## src/verilog/rmc_defines.vh

```
// constants for the reader mode and port command handler
`ifndef RMC_DEFINES_VH
`define RMC_DEFINES_VH
`define RMC_CLK_HZ        25000000
`define RMC_BAUD_1200     1200
`define RMC_BAUD_2400     2400
`define RMC_BAUD_4800     4800
`define RMC_BAUD_9600     9600
`define RMC_BAUD_19200    19200
`define RMC_BAUD_38400    38400
`define RMC_RATE_DEFAULT  3'h5
`define RMC_RATE_DOWNLOAD 3'h7
`define RMC_CH_SOM        8'h23
`define RMC_CH_EOM        8'h0d
`define RMC_CH_XON        8'h11
`define RMC_CH_XOFF       8'h13
`define RMC_MAX_DIGITS    4'h8
`define RMC_MODE_DATA     2'h0
`define RMC_MODE_CMD      2'h1
`define RMC_MODE_DL       2'h2
`define RMC_RSP_DONE      1'b0
`define RMC_RSP_ERROR     1'b1
`define RMC_FIFO_DEPTH    16
`define RMC_FIFO_WIDTH    8
`endif

```

## src/verilog/rmc_fifo.v

```verilog
// synchronous first-in first-out buffer for transmit characters
`timescale 1ns/1ns
module rmc_fifo #(
	parameter WIDTH = 8,
	parameter DEPTH = 16,
	parameter AW    = 4
) (
	input  wire             clk_i,
	input  wire             rst_i,
	input  wire             in_valid_i,
	output wire             in_ready_o,
	input  wire [WIDTH-1:0] in_data_i,
	output wire             out_valid_o,
	input  wire             out_ready_i,
	output wire [WIDTH-1:0] out_data_o
);
	reg [WIDTH-1:0] mem_reg [0:DEPTH-1];
	reg [AW-1:0]    wr_reg;
	reg [AW-1:0]    rd_reg;
	reg [AW:0]      cnt_reg;
	wire            push;
	wire            pop;

	assign in_ready_o  = (cnt_reg != DEPTH[AW:0]);
	assign out_valid_o = (cnt_reg != {(AW+1){1'b0}});
	assign out_data_o  = mem_reg[rd_reg];
	assign push        = in_valid_i & in_ready_o;
	assign pop         = out_valid_o & out_ready_i;

	always @(posedge clk_i) begin
		if (push)
			mem_reg[wr_reg] <= in_data_i;
	end

	always @(posedge clk_i or posedge rst_i) begin
		if (rst_i) begin
			wr_reg  <= {AW{1'b0}};
			rd_reg  <= {AW{1'b0}};
			cnt_reg <= {(AW+1){1'b0}};
		end else begin
			if (push)
				wr_reg <= (wr_reg == DEPTH[AW-1:0] - 1'b1) ? {AW{1'b0}} : wr_reg + 1'b1;
			if (pop)
				rd_reg <= (rd_reg == DEPTH[AW-1:0] - 1'b1) ? {AW{1'b0}} : rd_reg + 1'b1;
			if (push & ~pop)
				cnt_reg <= cnt_reg + 1'b1;
			else if (pop & ~push)
				cnt_reg <= cnt_reg - 1'b1;
		end
	end
endmodule

```

## src/verilog/rmc_handler.v

```verilog
// reader mode and serial-port command handler
// Summary of operation
// - three modes: data, command, download
// - data mode after reset
// - tag and report messages only in data mode
// - extended data mode accepts small command set
// - 440 pulses uniqueness timer reset once
// - 811N powers RF port, fires check-tag
// - 815N sets check-tag address per pin
// - command mode answers every frame of up to 8 hex digits
// - new baud rate after Done finishes
// - download forces 38400 8N1 with XON/XOFF
// - download: RF off, no tags, no echo
// - hex digits accepted in either case
// - 00 enters data mode, saves changes
// - 01 enters command mode, RF off
// - 100N selects baud rate
// - 101N selects one or two stop bits
`timescale 1ns/1ns
`include "rmc_defines.vh"
module rmc_handler #(
	parameter CLK_HZ = `RMC_CLK_HZ
) (
	input  wire       clk_i,
	input  wire       rst_i,
	input  wire       rx_valid_i,
	input  wire [7:0] rx_data_i,
	output wire       tx_valid_o,
	input  wire       tx_ready_i,
	output wire [7:0] tx_data_o,
	input  wire       tx_idle_i,
	input  wire       msg_valid_i,
	output wire       msg_ready_o,
	input  wire [7:0] msg_data_i,
	input  wire       download_req_i,
	input  wire       extended_enable_i,
	output reg  [1:0] mode_o,
	output reg  [2:0] baud_sel_o,
	output reg [15:0] baud_div_o,
	output reg        two_stop_o,
	output reg        xon_xoff_o,
	output reg        rf_enable_o,
	output reg  [3:0] rf_port_o,
	output reg        tag_enable_o,
	output reg        uniq_reset_o,
	output reg        ctag_fire_o,
	output reg        ctag_pin_o,
	output reg  [1:0] ctag_addr_o,
	output reg        nv_save_o,
	output reg        nv_dirty_o
);
	localparam S_IDLE = 2'h0;
	localparam S_BODY = 2'h1;
	localparam S_EXEC = 2'h2;
	// reset divisor, cut to the 16-bit port on use
	localparam [31:0] DIV_RESET = CLK_HZ / `RMC_BAUD_9600;

	reg  [1:0]  pstate_reg;
	reg  [31:0] digits_reg;
	reg  [3:0]  ndig_reg;
	reg  [2:0]  pend_rate_reg;
	reg         pend_rate_vld_reg;
	reg  [2:0]  rsp_idx_reg;
	reg         rsp_kind_reg;
	reg         rsp_busy_reg;
	reg         ext_reg;
	reg  [2:0]  user_rate_reg;
	reg         user_two_stop_reg;
	reg  [7:0]  q_data;
	reg         q_valid;
	wire        q_ready;
	wire        rsp_push;
	wire        msg_push;
	wire        is_hex;
	wire [3:0]  hex_val;
	reg         echo_pend_reg;
	reg  [7:0]  echo_reg;

	function [3:0] rmc_hex;
		input [7:0] c;
		begin
			if (c >= 8'h30 && c <= 8'h39)
				rmc_hex = c[3:0];
			else
				rmc_hex = c[3:0] + 4'h9;
		end
	endfunction

	function rmc_is_hex;
		input [7:0] c;
		begin
			rmc_is_hex = (c >= 8'h30 && c <= 8'h39) ||
				(c >= 8'h41 && c <= 8'h46) || (c >= 8'h61 && c <= 8'h66);
		end
	endfunction

	function [15:0] rmc_div;
		input [2:0] sel;
		reg   [31:0] baud;
		reg   [31:0] ratio;
		begin
			case (sel)
				3'h2:    baud = `RMC_BAUD_1200;
				3'h3:    baud = `RMC_BAUD_2400;
				3'h4:    baud = `RMC_BAUD_4800;
				3'h6:    baud = `RMC_BAUD_19200;
				3'h7:    baud = `RMC_BAUD_38400;
				default: baud = `RMC_BAUD_9600;
			endcase
			ratio   = CLK_HZ / baud;
			rmc_div = ratio[15:0];
		end
	endfunction

	assign is_hex  = rmc_is_hex(rx_data_i);
	assign hex_val = rmc_hex(rx_data_i);

	// response text: start character, "Done" or "Error", then end character
	function [7:0] rmc_rsp_char;
		input       kind;
		input [2:0] idx;
		begin
			if (kind == `RMC_RSP_DONE) begin
				case (idx)
					3'h0:    rmc_rsp_char = `RMC_CH_SOM;
					3'h1:    rmc_rsp_char = 8'h44;
					3'h2:    rmc_rsp_char = 8'h6f;
					3'h3:    rmc_rsp_char = 8'h6e;
					3'h4:    rmc_rsp_char = 8'h65;
					default: rmc_rsp_char = `RMC_CH_EOM;
				endcase
			end else begin
				case (idx)
					3'h0:    rmc_rsp_char = `RMC_CH_SOM;
					3'h1:    rmc_rsp_char = 8'h45;
					3'h2:    rmc_rsp_char = 8'h72;
					3'h3:    rmc_rsp_char = 8'h72;
					3'h4:    rmc_rsp_char = 8'h6f;
					3'h5:    rmc_rsp_char = 8'h72;
					default: rmc_rsp_char = `RMC_CH_EOM;
				endcase
			end
		end
	endfunction

	// queue arbitration: response, then echo, then data messages
	assign rsp_push    = rsp_busy_reg & q_ready;
	assign msg_push    = ~rsp_busy_reg & ~echo_pend_reg & q_ready & msg_valid_i &
		(mode_o == `RMC_MODE_DATA);
	assign msg_ready_o = msg_push;

	always @* begin
		q_valid = 1'b0;
		q_data  = 8'h00;
		if (rsp_busy_reg) begin
			q_valid = 1'b1;
			q_data  = rmc_rsp_char(rsp_kind_reg, rsp_idx_reg);
		end else if (echo_pend_reg) begin
			q_valid = 1'b1;
			q_data  = echo_reg;
		end else if (msg_push) begin
			q_valid = 1'b1;
			q_data  = msg_data_i;
		end
	end

	rmc_fifo #(
		.WIDTH (`RMC_FIFO_WIDTH),
		.DEPTH (`RMC_FIFO_DEPTH),
		.AW    (4)
	) u_fifo (
		.clk_i       (clk_i),
		.rst_i       (rst_i),
		.in_valid_i  (q_valid),
		.in_ready_o  (q_ready),
		.in_data_i   (q_data),
		.out_valid_o (tx_valid_o),
		.out_ready_i (tx_ready_i),
		.out_data_o  (tx_data_o)
	);

	always @(posedge clk_i or posedge rst_i) begin
		if (rst_i) begin
			pstate_reg        <= S_IDLE;
			digits_reg        <= 32'h0000_0000;
			ndig_reg          <= 4'h0;
			pend_rate_reg     <= `RMC_RATE_DEFAULT;
			pend_rate_vld_reg <= 1'b0;
			rsp_idx_reg       <= 3'h0;
			rsp_kind_reg      <= `RMC_RSP_DONE;
			rsp_busy_reg      <= 1'b0;
			ext_reg           <= 1'b0;
			user_rate_reg     <= `RMC_RATE_DEFAULT;
			user_two_stop_reg <= 1'b0;
			echo_pend_reg     <= 1'b0;
			echo_reg          <= 8'h00;
			mode_o            <= `RMC_MODE_DATA;
			baud_sel_o        <= `RMC_RATE_DEFAULT;
			baud_div_o        <= DIV_RESET[15:0];
			two_stop_o        <= 1'b0;
			xon_xoff_o        <= 1'b0;
			rf_enable_o       <= 1'b1;
			rf_port_o         <= 4'h0;
			tag_enable_o      <= 1'b1;
			uniq_reset_o      <= 1'b0;
			ctag_fire_o       <= 1'b0;
			ctag_pin_o        <= 1'b0;
			ctag_addr_o       <= 2'h0;
			nv_save_o         <= 1'b0;
			nv_dirty_o        <= 1'b0;
		end else begin
			uniq_reset_o <= 1'b0;
			ctag_fire_o  <= 1'b0;
			nv_save_o    <= 1'b0;
			ext_reg      <= extended_enable_i;
			if (echo_pend_reg && q_ready && !rsp_busy_reg)
				echo_pend_reg <= 1'b0;
			if (rsp_push) begin
				if (q_data == `RMC_CH_EOM) begin
					rsp_busy_reg <= 1'b0;
					rsp_idx_reg  <= 3'h0;
				end else
					rsp_idx_reg <= rsp_idx_reg + 3'h1;
			end
			// rate switches only once Done has fully left the line
			if (pend_rate_vld_reg && !rsp_busy_reg && !tx_valid_o && tx_idle_i &&
				mode_o != `RMC_MODE_DL) begin
				baud_sel_o        <= pend_rate_reg;
				baud_div_o        <= rmc_div(pend_rate_reg);
				pend_rate_vld_reg <= 1'b0;
			end
			if (download_req_i && mode_o == `RMC_MODE_CMD) begin
				mode_o       <= `RMC_MODE_DL;
				baud_sel_o   <= `RMC_RATE_DOWNLOAD;
				baud_div_o   <= rmc_div(`RMC_RATE_DOWNLOAD);
				two_stop_o   <= 1'b0;
				xon_xoff_o   <= 1'b1;
				rf_enable_o  <= 1'b0;
				tag_enable_o <= 1'b0;
				pstate_reg   <= S_IDLE;
				// download fixes the port, so a queued rate is dropped
				pend_rate_vld_reg <= 1'b0;
			end else if (mode_o != `RMC_MODE_DL) begin
				case (pstate_reg)
					S_IDLE: begin
						if (rx_valid_i && rx_data_i == `RMC_CH_SOM) begin
							pstate_reg <= S_BODY;
							ndig_reg   <= 4'h0;
							digits_reg <= 32'h0000_0000;
						end
					end
					S_BODY: begin
						if (rx_valid_i) begin
							if (mode_o == `RMC_MODE_CMD) begin
								echo_pend_reg <= 1'b1;
								echo_reg      <= rx_data_i;
							end
							if (rx_data_i == `RMC_CH_EOM)
								pstate_reg <= S_EXEC;
							else if (rx_data_i == `RMC_CH_SOM) begin
								ndig_reg   <= 4'h0;
								digits_reg <= 32'h0000_0000;
							end else if (is_hex && ndig_reg != `RMC_MAX_DIGITS) begin
								digits_reg <= {digits_reg[27:0], hex_val};
								ndig_reg   <= ndig_reg + 4'h1;
							end else
								pstate_reg <= S_IDLE;
						end
					end
					S_EXEC: begin
						if (!rsp_busy_reg) begin
							pstate_reg <= S_IDLE;
							if (mode_o == `RMC_MODE_CMD) begin
								rsp_busy_reg <= 1'b1;
								rsp_kind_reg <= `RMC_RSP_ERROR;
								if (ndig_reg == 4'h2 && digits_reg[7:0] == 8'h00) begin
									rsp_kind_reg <= `RMC_RSP_DONE;
									mode_o       <= `RMC_MODE_DATA;
									rf_enable_o  <= 1'b1;
									tag_enable_o <= 1'b1;
									nv_save_o    <= nv_dirty_o;
									nv_dirty_o   <= 1'b0;
								end else if (ndig_reg == 4'h2 && digits_reg[7:0] == 8'h01)
									rsp_kind_reg <= `RMC_RSP_DONE;
								else if (ndig_reg == 4'h4 && digits_reg[15:4] == 12'h100 &&
									digits_reg[3:0] >= 4'h2 && digits_reg[3:0] <= 4'h7) begin
									rsp_kind_reg      <= `RMC_RSP_DONE;
									pend_rate_reg     <= digits_reg[2:0];
									pend_rate_vld_reg <= 1'b1;
									user_rate_reg     <= digits_reg[2:0];
									// only a real change marks the settings dirty
									nv_dirty_o        <= nv_dirty_o | (digits_reg[2:0] != user_rate_reg);
								end else if (ndig_reg == 4'h4 && digits_reg[15:4] == 12'h101 &&
									digits_reg[3:1] == 3'h0) begin
									rsp_kind_reg      <= `RMC_RSP_DONE;
									two_stop_o        <= digits_reg[0];
									user_two_stop_reg <= digits_reg[0];
									nv_dirty_o        <= nv_dirty_o | (digits_reg[0] != user_two_stop_reg);
								end
							end else begin
								// 01 always, extended subset only when enabled; anything else dropped silently
								if (ndig_reg == 4'h2 && digits_reg[7:0] == 8'h01) begin
									rsp_busy_reg <= 1'b1;
									rsp_kind_reg <= `RMC_RSP_DONE;
									mode_o       <= `RMC_MODE_CMD;
									rf_enable_o  <= 1'b0;
									tag_enable_o <= 1'b0;
								end else if (ext_reg) begin
									if (ndig_reg == 4'h3 && digits_reg[11:0] == 12'h440) begin
										rsp_busy_reg <= 1'b1;
										rsp_kind_reg <= `RMC_RSP_DONE;
										uniq_reset_o <= 1'b1;
									end else if (ndig_reg == 4'h4 &&
										digits_reg[15:4] == 12'h811 &&
										digits_reg[3:2] == 2'h0) begin
										rsp_busy_reg <= 1'b1;
										rsp_kind_reg <= `RMC_RSP_DONE;
										rf_port_o    <= 4'h1 << digits_reg[1:0];
										ctag_pin_o   <= digits_reg[1];
										ctag_addr_o[digits_reg[1]] <= digits_reg[0];
										ctag_fire_o  <= 1'b1;
									end else if (ndig_reg == 4'h4 &&
										digits_reg[15:4] == 12'h815 &&
										digits_reg[3:2] == 2'h0) begin
										rsp_busy_reg <= 1'b1;
										rsp_kind_reg <= `RMC_RSP_DONE;
										ctag_addr_o[digits_reg[1]] <= digits_reg[0];
									end
								end
							end
						end
					end
					default: pstate_reg <= S_IDLE;
				endcase
			end
		end
	end
endmodule

```

## config.mk

```make
export PLATFORM = sky130hd
export DESIGN_NAME = rmc_handler
export DESIGN_NICKNAME = d
export VERILOG_FILES = /design/src/verilog/rmc_fifo.v /design/src/verilog/rmc_handler.v
export VERILOG_INCLUDE_DIRS = /design/src /design/src/verilog
export SDC_FILE = /design/constraint.sdc
export NUM_CORES = 1
export LEC_CHECK = 0
export BUFFER_PORTS_ARGS = -buffer_cell sky130_fd_sc_hd__buf_4
export CAP_MARGIN = 20
export CORE_MARGIN = 4
export CORE_UTILIZATION = 35
export DETAILED_ROUTE_END_ITERATION = 12
export PLACE_DENSITY = 0.57
export SLEW_MARGIN = 30
export SYNTH_ARGS = -nofsm -noshare
export SYNTH_HDL_FRONTEND = slang
export SYNTH_SLANG_ARGS = --single-unit
```

## constraint.sdc

```tcl
create_clock -name clk_i -period 122.2 [get_ports clk_i]
set_input_delay 6.11 -clock clk_i [delete_from_list [all_inputs] [get_ports clk_i]]
set_output_delay 6.11 -clock clk_i [all_outputs]
set_load 0.02 [all_outputs]
```

After elaboration in Yosys (flattened, before gate mapping)
Memory sizes are Yosys's and may differ from the RTL's.
Cells that the tools add are included.
{"block": "op_classes", "n_bitwise": 21, "div_mod_pow": 1, "reduce_logical": 60, "eq_ne": 47, "addsub": 7, "order_cmp": 10, "shifts": 1, "mux": 136}
{"cell": "16-bit 2-to-1 mux", "n": 7}
{"cell": "1-bit 2-to-1 mux", "n": 86}
{"cell": "16-bit case mux with 5 select lines", "n": 1}
{"cell": "7-bit case mux with 5 select lines", "n": 1}
{"cell": "2-bit 2-to-1 mux", "n": 17}
{"cell": "25-bit by 32-bit divider with 32-bit output (first input constant)", "n": 1}
{"cell": "32-bit 2-to-1 mux", "n": 1}
{"cell": "4-bit 2-to-1 mux", "n": 8}
{"cell": "8-bit 2-to-1 mux", "n": 4}
{"cell": "16-bit case mux with 2 select lines", "n": 1}
{"cell": "7-bit case mux with 4 select lines", "n": 1}
{"cell": "9-bit AND reduction", "n": 3}
{"cell": "1-bit logical AND", "n": 25}
{"cell": "12-bit equality test (second input constant)", "n": 2}
{"cell": "12-bit by 9-bit equality test with 1-bit output (second input constant)", "n": 2}
{"cell": "8-bit by 4-bit equality test with 1-bit output (second input constant)", "n": 2}
{"cell": "8-bit by 7-bit >= comparator with 1-bit output (second input constant)", "n": 2}
{"cell": "8-bit by 7-bit <= comparator with 1-bit output (second input constant)", "n": 2}
{"cell": "2-bit inequality test (second input constant)", "n": 8}
{"cell": "8-bit AND reduction", "n": 2}
{"cell": "2-bit nonzero test", "n": 8}
{"cell": "3-bit equality test (second input constant)", "n": 5}
{"cell": "7-bit AND reduction", "n": 2}
{"cell": "4-bit by 1-bit adder with 4-bit output (second input constant)", "n": 3}
{"cell": "47 further kinds", "n": 89}
{"block": "word_totals", "ramBits": 128, "memories": 1, "reg_bits": 90, "word_cells": 312}
{"name": "u_fifo.mem_reg", "depth": 16, "width": 8, "read_ports": 1, "rd_clocked_by_memory_dff": 0, "wr": 1, "line_no": "rmc_fifo.v:17", "text": "reg [WIDTH-1:0] mem_reg [0:DEPTH-1];"}

Depth between registers and ports, before layout
Gate-level depths: netlist of run 1.
{"block": "logic_depth", "word_depth": 21, "ltp_mapped": 263, "mapped_depth_nobuf": 236}

Hierarchy
From an unflattened synthesis of run 1, not the netlist that was laid out.
{"block": "unflattened", "hier_cells": 3148, "hier_area_um2": 25793.5}
{"mod": "rmc_handler", "seq_area_each_um2": 1939.4, "area_per_inst_um2": 19959.1, "instances": 1, "cells_each": 2814}
{"mod": "rmc_fifo", "seq_area_each_um2": 4169.0, "area_per_inst_um2": 5834.3, "instances": 1, "cells_each": 334}

Least setup slack after synthesis of run 1
OpenSTA, ideal clock, no wires.
{"block": "synth_path", "path_type": "register to register", "from": "register, netlist name user_rate_reg[0]", "to": "register baud_div_o[0]", "setup_ns": 0.131, "path_slack_ns": 75.297, "arrival_time_ns": 46.772, "required_time_ns": 122.069, "stages_incl_launch_ff": 249, "path_cell_list": "dfstp_2 -> buf_2 -> nand2b_1 -> clkbuf_1 -> nor2_1 -> clkbuf_1 -> nor2_1 -> ha_1 -> o21ai_1 -> a22o_1 -> o21a_1 -> nor3_1 -> ha_1 -> a21o_1 -> a21o_1 -> a21oi_1 -> o21ai_1 -> or2_1 -> (+213 left out) -> a21oi_1 -> nor2_1 -> a21oi_1 -> a31o_2 -> nand3_1 -> or3_1 -> clkbuf_1 -> mux2_1 -> ha_1 -> a21oi_1 -> nor2b_1 -> o21ai_0 -> o2111ai_1 -> or4_1 -> nor2_1 -> o2111ai_1 -> nor4_1 -> a31oi_1"}
{"item": "to (signal assigned)", "line_no": "rmc_handler.v:199", "text": "baud_div_o <= DIV_RESET[15:0];"}
{"item": "to (signal assigned)", "line_no": "rmc_handler.v:229", "text": "baud_div_o <= rmc_div(pend_rate_reg);"}
{"item": "to (signal assigned)", "line_no": "rmc_handler.v:235", "text": "baud_div_o <= rmc_div(`RMC_RATE_DOWNLOAD);"}
{"item": "to (decl)", "line_no": "rmc_handler.v:39", "text": "output reg [15:0] baud_div_o,"}

==> reports/qor.txt, run 1 <==
worst setup margin - 68.66 ns
cell type with the largest total area after synthesis - edfxtp_1
R2R Path Start - user_rate_reg[2]
reg2reg end - baud_div_o[0]
Tot GR Track Use - 21.6%
Seq/Total Area, Yosys - 24.2%
grt met3 use - 1.83%
grt met1 use - 31.1%
Layout Utilization - 38.8%
worst hold path cell count - 2
drc violations - 0
GRT busiest layer - met2
first-pass GRT wire length - 135000 um
crit path kind - flop to flop
hold path endpoint - rf_port_o[1]
Final HPWL DP - 64000 um
row count - 98
final slew viol count - 0
final wirelength - 86700 um
Post-Syn Area per Cell - 8.25 um^2
share of Yosys cell area claimed by the top area cell type - 15.2%
TritonRoute pass-1 iters - 5
initial antenna violation count - 0
CTS buffer count - 23
final hold vios - 0
antenna-violating nets left - 0
grt met2 use - 34.7%
Post-synth ARST share - 41.3%
Iter 0 DRT Violations - 2216
fraction of layout cells with a size suffix above 1 - 11.7%
CP Data Required Time - 122.60 ns
yosys warns - 0
Synth Flop Type - edfxtp_1
via density per instance - 6.06
# resized after CTS - 0
Cells after Synth - 3054
top cells by area, synth - edfxtp_1 (15%), ha_1 (9.8%), dfrtp_1 (7.9%)
Initial Util - 35.3%
Arr. time, crit path - 53.94 ns
# setup viols final - 0
cell mode on critical path - a21oi_1
Crit path largest cell delay - 0.75 ns
hold_buf cts - 0
htree depth - 1
vias - 24500
critical path's slowest cell - nor3_2
pre-CTS WS - 69.79 ns
RSZ-0062 raised after global routing - false
worst rel slew slack - 39.6%
#FFs+latches synth - 218
clock slew at reported path FFs - 0.08 ns
Largest register FFs - 128
core area - 0.0715 mm^2
Min Hold Slack - 0.466 ns
Max Freq - 18.7 MHz
reg2reg path depth - 216
vias in the first global route - 22900
EDFF count, synth - 128
CTS tree - yes
period utilisation layout - 43.8%
count of input and output buffers - 69
setup TNS - 0 ns
GPL Wtd Cong - 0.956
DIE HEIGHT - 276 um
DIE WIDTH - 276 um
final net count - 3295
Max clock buf depth - 3
Clock Skews - 0.0270 ns
maxcap violations - 0
number of sinks on the clock net - 218
postcts setup bufs - 0
Hold Crit Class - flop to flop
Cell Area, Synth - 0.0252 mm^2
area grow syn2layout - 10.0%
outcome - finished, final reports clean
gr ovfl total - 0
worst slew pin tran - 0.883 ns
CP endpoint kind - flop
Tmin final - 53.54 ns
reg-to-reg slack, setup - 68.66 ns
wire per inst - 21.5 um
Worst Setup Start Kind - flop
die area - 0.0764 mm^2
peak fanout along the critical path - 31
Netlist cell types - 124
Worst-Skew Late Latency - 0.56 ns
HP Start - rf_port_o[1]
number of diodes - 0
largest net degree at the start of global routing - 63
IO Pins - 70
CTS Root Cell - clkbuf_16
## kinds of logic after synthesis
family | Yosys count | synth area share [%]
buf+inv | 230 | 3.63
compound gates | 1007 | 27.0
fa+ha+maj | 199 | 9.91
other cells | 2 | 0.0298
flops | 218 | 24.2
mux | 132 | 7.51
xor+xnor | 163 | 5.75
simple gates | 1103 | 21.9
## cells in the mapped netlist, types with 60 or more instances
library cell and n:
nor2_1 254, edfxtp_1 128, inv_1 82, clkbuf_1 102, nand2_1 315, xnor2_1 110
a21o_1 60, ha_1 198, a21oi_1 231, nor3_1 73, dfrtp_1 80, nand3_1 82
o21ai_0 218
## layout make-up
type / count / area, um^2
Clock buffer: 25 / 593
Clock inverter: 17 / 279
Fill cell: 7253 / 43700
Inverter: 89 / 337
Multi-Input combinational cell: 2613 / 18300
Sequential cell: 218 / 6110
Tap cell: 950 / 1190
Timing Repair Buffer: 127 / 961
## cell usage in the layout, fill, tap and decap left out, types with 51 or more instances in the layout
cell type    n
a211oi_1    57
a21o_1      60
a21oi_1    231
buf_4      126
dfrtp_1     79
edfxtp_1   128
ha_1       198
inv_1       81
nand2_1    315
nand2b_1    59
nand3_1     82
nor2_1     248
nor3_1      73
o21a_1      55
o21ai_0    215
xnor2_1    110
xor2_1      51
## metal layers
| metal | part of all wire [%] | up-vias | wire length, um |
|---|---|---|---|
| li1 | - | 11600 | - |
| met5 | 0 | - | 0 |
| met1 | 46 | 11700 | 39800 |
| met4 | 3.0 | 0 | 2590 |
| met3 | 6.5 | 165 | 5620 |
| met2 | 45 | 999 | 38700 |
## through the flow
stage	cells	area, um^2
floorplan	3061	25200
global placement	3996	26800
detailed placement	3997	26900
CTS	4039	27700
global route	4039	27700
finish	4039	27700
## worst max-delay path, delay by kind of cell (launching register included)
family                     cells  cell delay, ns
DFF                            1            0.52
muxes                          4            1.18
xor gates and xnor gates       3            0.54
adders and majority gates     21            7.41
AOI/OAI and AO/OA            108           23.34
and+or+nand+nor               66           17.48
buffers and inverters         14            2.75
## worst max-delay path by stage
stage	start	endpoint	slack [ns]	cells after the start
final	user_rate_reg[2]	baud_div_o[0]	68.66	216
after global routing	user_rate_reg[2]	baud_div_o[0]	63.95	219
after floorplan	user_rate_reg[0]	baud_div_o[0]	75.30	248
after CTS	user_rate_reg[2]	baud_div_o[0]	69.63	215
after global placement	user_rate_reg[0]	baud_div_o[0]	70.79	215
after detailed placement	user_rate_reg[2]	baud_div_o[0]	69.79	215
Power of run 1 is left out: the tool's default activity adds up to more than one toggle a clock period on the data nets, which glitch-free logic cannot reach.
==> run 2: changes to the inputs <==
==> constraint.sdc (replaced) <==
create_clock -name clk_i -period 52.9 [get_ports clk_i]
set_input_delay 2.645 -clock clk_i [delete_from_list [all_inputs] [get_ports clk_i]]
set_output_delay 2.645 -clock clk_i [all_outputs]
set_load 0.02 [all_outputs]
==> run 2 against run 1 <==
Effect of this change: register-to-register slack lost 64 ns; largest cell class unchanged; worst setup slack lost 64 ns; hold slack gained 0.0044 ns; critical path depth grew 5; highest routed layer unchanged; critical path type unchanged; design area grew 0.29%; non-clock buffer count grew 10; maximum frequency grew 9.9%; first-iteration DRC count grew 3.8%.
==> reports/qor.txt, run 2 (same netlist as run 1, synthesis figures left out) <==
period utilisation layout - 92.1% (was 43.8%)
metal1 wirelength - 40300 um (was 39800 um)
clock slew at reported path FFs - 0.06 ns (was 0.08 ns)
vias in the first global route - 22700 (was 22900)
Worst Setup Start Kind - flop (unchanged)
Final HPWL DP - 64100 um (was 64000 um)
count of input and output buffers - 69 (unchanged)
pre-CTS WS - 1.48 ns (was 69.79 ns)
final hold vios - 0 (unchanged)
via density per instance - 6.02 (was 6.06)
crit path kind - flop to flop (unchanged)
Arr. time, crit path - 49.13 ns (was 53.94 ns)
reg-to-reg slack, setup - 4.18 ns (was 68.66 ns)
critical path's slowest cell - or4_1 (was nor3_2)
final wirelength - 86300 um (was 86700 um)
worst setup margin - 4.18 ns (was 68.66 ns)
R2R Path Start - user_rate_reg[2] (unchanged)
drc violations - 0 (unchanged)
RSZ-0062 raised after global routing - false (unchanged)
Critical Path Start - user_rate_reg[2] (unchanged)
gr ovfl total - 0 (unchanged)
crit path to - baud_div_o[0] (unchanged)
Max clock buf depth - 3 (unchanged)
final net count - 3306 (was 3295)
Worst-Skew Late Latency - 0.53 ns (was 0.56 ns)
reg2reg path depth - 221 (was 216)
DR WL met2 - 37600 um (was 38700 um)
DIE HEIGHT - 276 um (unchanged)
CP Data Required Time - 53.31 ns (was 122.60 ns)
most frequent cells in the layout - nand2_1 (312), nor2_1 (246), a21oi_1 (231) (was nand2_1 (315), nor2_1 (248), a21oi_1 (231))
cell mode on critical path - a21oi_1 (unchanged)
GPL Wtd Cong - 0.898 (was 0.956)
antenna-violating nets left - 0 (unchanged)
peak fanout along the critical path - 21 (was 31)
core area - 0.0715 mm^2 (unchanged)
fraction of layout cells with a size suffix above 1 - 12.4% (was 11.7%)
Hold Crit Class - flop to flop (unchanged)
largest net degree at the start of global routing - 70 (was 63)
Crit path largest cell delay - 0.69 ns (was 0.75 ns)
htree depth - 1 (unchanged)
Max Freq - 20.5 MHz (was 18.7 MHz)
setup TNS - 0 ns (unchanged)
Tot GR Track Use - 21.4% (was 21.6%)
TritonRoute pass-1 iters - 5 (unchanged)
commonest non-fill, non-tap cell in the layout - nand2_1 (unchanged)
IO Pins - 70 (unchanged)
vias - 24400 (was 24500)
highest metal used - met4 (unchanged)
# setup viols final - 0 (unchanged)
DIE WIDTH - 276 um (unchanged)
row count - 98 (unchanged)
maxcap violations - 0 (unchanged)
worst slew pin tran - 0.917 ns (was 0.883 ns)
reg2reg end - baud_div_o[0] (unchanged)
Iter 0 DRT Violations - 2300 (was 2216)
initial antenna violation count - 0 (unchanged)
Clock Skews - 0.0136 ns (was 0.0270 ns)
met3 routed WL - 6110 um (was 5620 um)
worst rel slew slack - 38.4% (was 39.6%)
die area - 0.0764 mm^2 (unchanged)
Initial Util - 35.3% (unchanged)
number of sinks on the clock net - 218 (unchanged)
number of diodes - 0 (unchanged)
wire per inst - 21.3 um (was 21.5 um)
CP endpoint kind - flop (unchanged)
Tmin final - 48.72 ns (was 53.54 ns)
Largest register FFs - 128 (unchanged)
CTS tree - yes (unchanged)
area grow syn2layout - 10.3% (was 10.0%)
final slew viol count - 0 (unchanged)
CTS buffer count - 23 (unchanged)
first-pass GRT wire length - 134000 um (was 135000 um)
CTS Root Cell - clkbuf_16 (unchanged)
outcome - finished, final reports clean (unchanged)
## run 2: changes by cell type in the layout (fill, tap and decap cells not counted), moves of 4 or more
cell,previous run,this run
buf_6,0,5
buf_4,126,131
bufinv_16,6,2
clkinv_1,2,6
## run 2: layout make-up
type                            instances  area, um^2
Fill cell                            7289       43700
Multi-Input combinational cell       2614       18400
Sequential cell                       218        6110
Tap cell                              950        1190
Timing Repair Buffer                  137        1060
Clock buffer                           28         604
Inverter                               89         337
Clock inverter                         13         139
## run 2: worst min path at each step
| stage | start | end | slack [ns] | depth (start not counted) |
|---|---|---|---|---|
| after floorplan | digits_reg[13] | digits_reg[13] | 0.45 | 2 |
| after global placement | rf_port_o[3] | rf_port_o[3] | 0.46 | 2 |
| after detailed placement | rf_port_o[3] | rf_port_o[3] | 0.46 | 2 |
| after CTS | rf_port_o[3] | rf_port_o[3] | 0.48 | 2 |
| after global routing | rf_port_o[3] | rf_port_o[3] | 0.49 | 2 |
| final | rf_port_o[3] | rf_port_o[3] | 0.47 | 2 |
## run 2: what timing repair did
action / CTS / global route
setup endpoints to repair: 0 / 2
setup buffers: 0 / 3
resized for setup: 0 / 29
hold buffers: 0 / 0
## run 2: per-layer routing
layer  track usage, %  vias up
met4             5.08        0
met1             31.9    11600
met3             1.91      140
li1                 -    11700
met2             33.6      954
met5                0        -
## run 2: critical path: cells and delay by family (launching register included)
kind	cells	cell delay, ns
DFF	1	0.53
muxes	6	1.75
adders and majority gates	22	7.38
and+or+nand+nor	69	13.93
buffers and inverters	13	2.43
xor gates and xnor gates	2	0.28
AOI/OAI and AO/OA	109	22.25
## run 2: through the flow
stage | util [%] | area, um^2 | hold slack (ns) | instances
floorplan | - | 25200 | 0.450 | 3061
global placement | 37.6 | 26900 | 0.460 | 4003
detailed placement | 37.6 | 26900 | 0.463 | 4003
CTS | 38.7 | 27600 | 0.477 | 4044
global route | 38.9 | 27800 | 0.491 | 4049
finish | 38.9 | 27800 | 0.471 | 4049
Power of run 2 is left out for the same reason.
==> run 3: changes to the inputs <==
--- a/config.mk
+++ b/config.mk
@@ -15,4 +15,5 @@
 export SLEW_MARGIN = 30
 export SYNTH_ARGS = -nofsm -noshare
 export SYNTH_HDL_FRONTEND = slang
+export SYNTH_HIERARCHICAL = 1
 export SYNTH_SLANG_ARGS = --single-unit
==> run 3 against run 2 <==
Effect of this change: final cell count increased by 2.0%; via count up 2.1%; global-route usage barely moved; design area rose by 0.71%; highest routed layer is now met5; routed wire length up 1.8%; clock-buffer cell count is 3 higher; synthesized area is 2.3% higher.
==> reports/qor.txt, run 3 <==
drc violations - 0 (unchanged)
area grow syn2layout - 8.61% (was 10.3%)
Tmin final - 48.95 ns (was 48.72 ns)
Netlist cell types - 145 (was 124)
vias in the first global route - 23500 (was 22700)
Cell Area, Synth - 0.0258 mm^2 (was 0.0252 mm^2)
# setup viols final - 0 (unchanged)
crit path to - baud_div_o[0] (unchanged)
Post-Syn Area per Cell - 8.19 um^2 (was 8.25 um^2)
Arr. time, crit path - 49.38 ns (was 49.13 ns)
yosys warns - 6 (was 0)
Tot GR Track Use - 21.4% (about the same)
gr ovfl total - 0 (unchanged)
antenna-violating nets left - 0 (unchanged)
Initial Util - 35.4% (was 35.3%)
Critical Path Start - user_rate_reg[2] (unchanged)
#FFs+latches synth - 218 (unchanged)
clock slew at reported path FFs - 0.07 ns (was 0.06 ns)
reg2reg end - baud_div_o[0] (unchanged)
cell type with the largest total area after synthesis - edfxtp_1 (unchanged)
maxcap violations - 0 (unchanged)
CTS tree - yes (unchanged)
number of sinks on the clock net - 218 (unchanged)
Placed Area - 0.0273 mm^2 (was 0.0269 mm^2)
postcts setup bufs - 0 (unchanged)
wire per inst - 21.3 um (about the same)
initial antenna violation count - 2 (was 0)
Worst Setup Start Kind - flop (unchanged)
EDFF count, synth - 128 (unchanged)
final slew viol count - 0 (unchanged)
vias - 24900 (was 24400)
worst rel slew slack - 36.7% (was 38.4%)
most frequent cell after synthesis - nand2_1 (unchanged)
R2R Path Start - user_rate_reg[2] (unchanged)
Hold Crit Class - flop to flop (unchanged)
critical path's slowest cell - dfstp_2 (was or4_1)
DIE WIDTH - 279 um (was 276 um)
cell mode on critical path - a21oi_1 (unchanged)
CTS Root Cell - clkbuf_16 (unchanged)
core area - 0.0730 mm^2 (was 0.0715 mm^2)
htree depth - 1 (unchanged)
via density per instance - 6.02 (about the same)
fraction of layout cells with a size suffix above 1 - 10.7% (was 12.4%)
Final HPWL DP - 64800 um (was 64100 um)
reg2reg path depth - 218 (was 221)
top cells by count, synth - nand2_1 (296), nor2_1 (278), a21oi_1 (230) (was nand2_1 (315), nor2_1 (254), a21oi_1 (231))
HP Start - digits_reg[13] (was rf_port_o[3])
worst slew pin tran - 0.924 ns (was 0.917 ns)
Iter 0 DRT Violations - 2323 (was 2300)
CP Data Required Time - 53.33 ns (was 53.31 ns)
die area - 0.0781 mm^2 (was 0.0764 mm^2)
Leak - 0.0119 uW
DIE HEIGHT - 279 um (was 276 um)
Reg area - 0.00611 mm^2 (about the same)
Multi-input gate area - 0.0187 mm^2 (was 0.0184 mm^2)
first-pass GRT wire length - 136000 um (was 134000 um)
commonest non-fill, non-tap cell in the layout - nand2_1 (unchanged)
Seq/Total Area, Yosys - 23.7% (was 24.2%)
Min Hold Slack - 0.482 ns (was 0.471 ns)
Post-synth ARST share - 41.3% (unchanged)
Max Freq - 20.4 MHz (was 20.5 MHz)
IO Pins - 70 (unchanged)
Cells after Synth - 3148 (was 3054)
Largest register FFs - 128 (unchanged)
Max clock buf depth - 3 (unchanged)
share of Yosys cell area claimed by the top area cell type - 14.9% (was 15.2%)
GPL Wtd Cong - 0.966 (was 0.898)
reg-to-reg slack, setup - 3.95 ns (was 4.18 ns)
CTS buffer count - 24 (was 23)
final instance area - 0.0280 mm^2 (was 0.0278 mm^2)
most frequent cells in the layout - nand2_1 (295), nor2_1 (268), a21oi_1 (230) (was nand2_1 (312), nor2_1 (246), a21oi_1 (231))
Worst-Skew Late Latency - 0.57 ns (was 0.53 ns)
final net count - 3378 (was 3306)
crit path kind - flop to flop (unchanged)
final hold vios - 0 (unchanged)
TritonRoute pass-1 iters - 5 (unchanged)
period utilisation layout - 92.5% (was 92.1%)
final wirelength - 87800 um (was 86300 um)
setup TNS - 0 ns (unchanged)
peak fanout along the critical path - 22 (was 21)
Power Dens Cells - 16.6 mW/mm^2
count of input and output buffers - 69 (unchanged)
largest net degree at the start of global routing - 64 (was 70)
Synth Flop Type - edfxtp_1 (unchanged)
fillcell total - 7477 (was 7289)
row count - 99 (was 98)
Crit path largest cell delay - 0.91 ns (was 0.69 ns)
Max VDD drop - 33.4 uV
CP endpoint kind - flop (unchanged)
Clock Skews - 0.0517 ns (was 0.0136 ns)
top cells by area, synth - edfxtp_1 (15%), ha_1 (9.6%), dfrtp_1 (7.8%) (was edfxtp_1 (15%), ha_1 (9.8%), dfrtp_1 (7.9%))
outcome - finished, final reports clean (unchanged)
## run 3: cell families (layout without fill, tap and decap cells)
logic type / count (synthesis) / count (layout) / synth area share, %
muxes: 132 / 132 / 6.18
xor gates and xnor gates: 173 / 173 / 5.90
other: 2 / 10 / 0.0291
DFF: 218 / 218 / 23.7
buffers and inverters: 245 / 262 / 4.06
and+or+nand+nor: 1123 / 1123 / 22.0
AOI/OAI and AO/OA: 1056 / 1056 / 28.5
adders and majority gates: 199 / 199 / 9.68
## run 3: per-stage QoR
step | setup WS (ns) | std cells | util, % | total power, uW
after floorplan | 7.85 | 3155 | - | 285
after global placement | 4.02 | 4088 | 37.4 | 314
after detailed placement | 3.06 | 4088 | 37.4 | 315
after CTS | 2.87 | 4131 | 38.4 | 472
after global routing | -0.00639 | 4132 | 38.4 | 490
final | 3.95 | 4132 | 38.4 | 466
## run 3: critical path, delay by kind of cell (launching register included)
| family | cells | cell delay [ns] |
|---|---|---|
| AOI/OAI and AO/OA | 88 | 19.61 |
| and+or+nand+nor | 84 | 15.73 |
| adders and majority gates | 21 | 7.05 |
| muxes | 8 | 2.72 |
| buffers and inverters | 13 | 2.17 |
| DFF | 1 | 0.91 |
| xor gates and xnor gates | 4 | 0.50 |
## run 3: timing repair
item / CTS / global route
endpoints found under the setup margin: 0 / 2
resized for setup: 0 / 11
hold buffers: 0 / 0
## run 3: power by group
part	internal (uW)	switching [uW]
Clock	84.2	72.5
Sequential	188	14.1
Combinational	44.3	63.6
Total	316	150
## run 3: how the worst min path moves through the flow
stage                           to  cells after the start
floorplan           digits_reg[14]                      2
global placement    digits_reg[13]                      2
detailed placement  digits_reg[13]                      2
CTS                 digits_reg[13]                      2
global route        digits_reg[13]                      2
finish              digits_reg[13]                      2
## run 3: cell type report
cell class | count | area share (%)
flip-flops and latches | 218 | 21.8
clock inverters | 12 | 0.277
well taps | 959 | 4.28
diodes | 1 | 0.00893
repair buffers | 118 | 3.16
clock buffers | 31 | 2.24
inverters | 101 | 1.37
multi-input cells | 2692 | 66.9
## run 3: per-layer routing
| layer | wire [um] | track usage (%) | up-vias |
|---|---|---|---|
| li1 | - | - | 12000 |
| met1 | 39400 | 29.3 | 11900 |
| met2 | 39900 | 35.3 | 810 |
| met3 | 5870 | 3.33 | 169 |
| met4 | 2610 | 5.75 | 2 |
| met5 | 8 | 0 | - |
No activity file was read; power rests on OpenSTA's default activity.
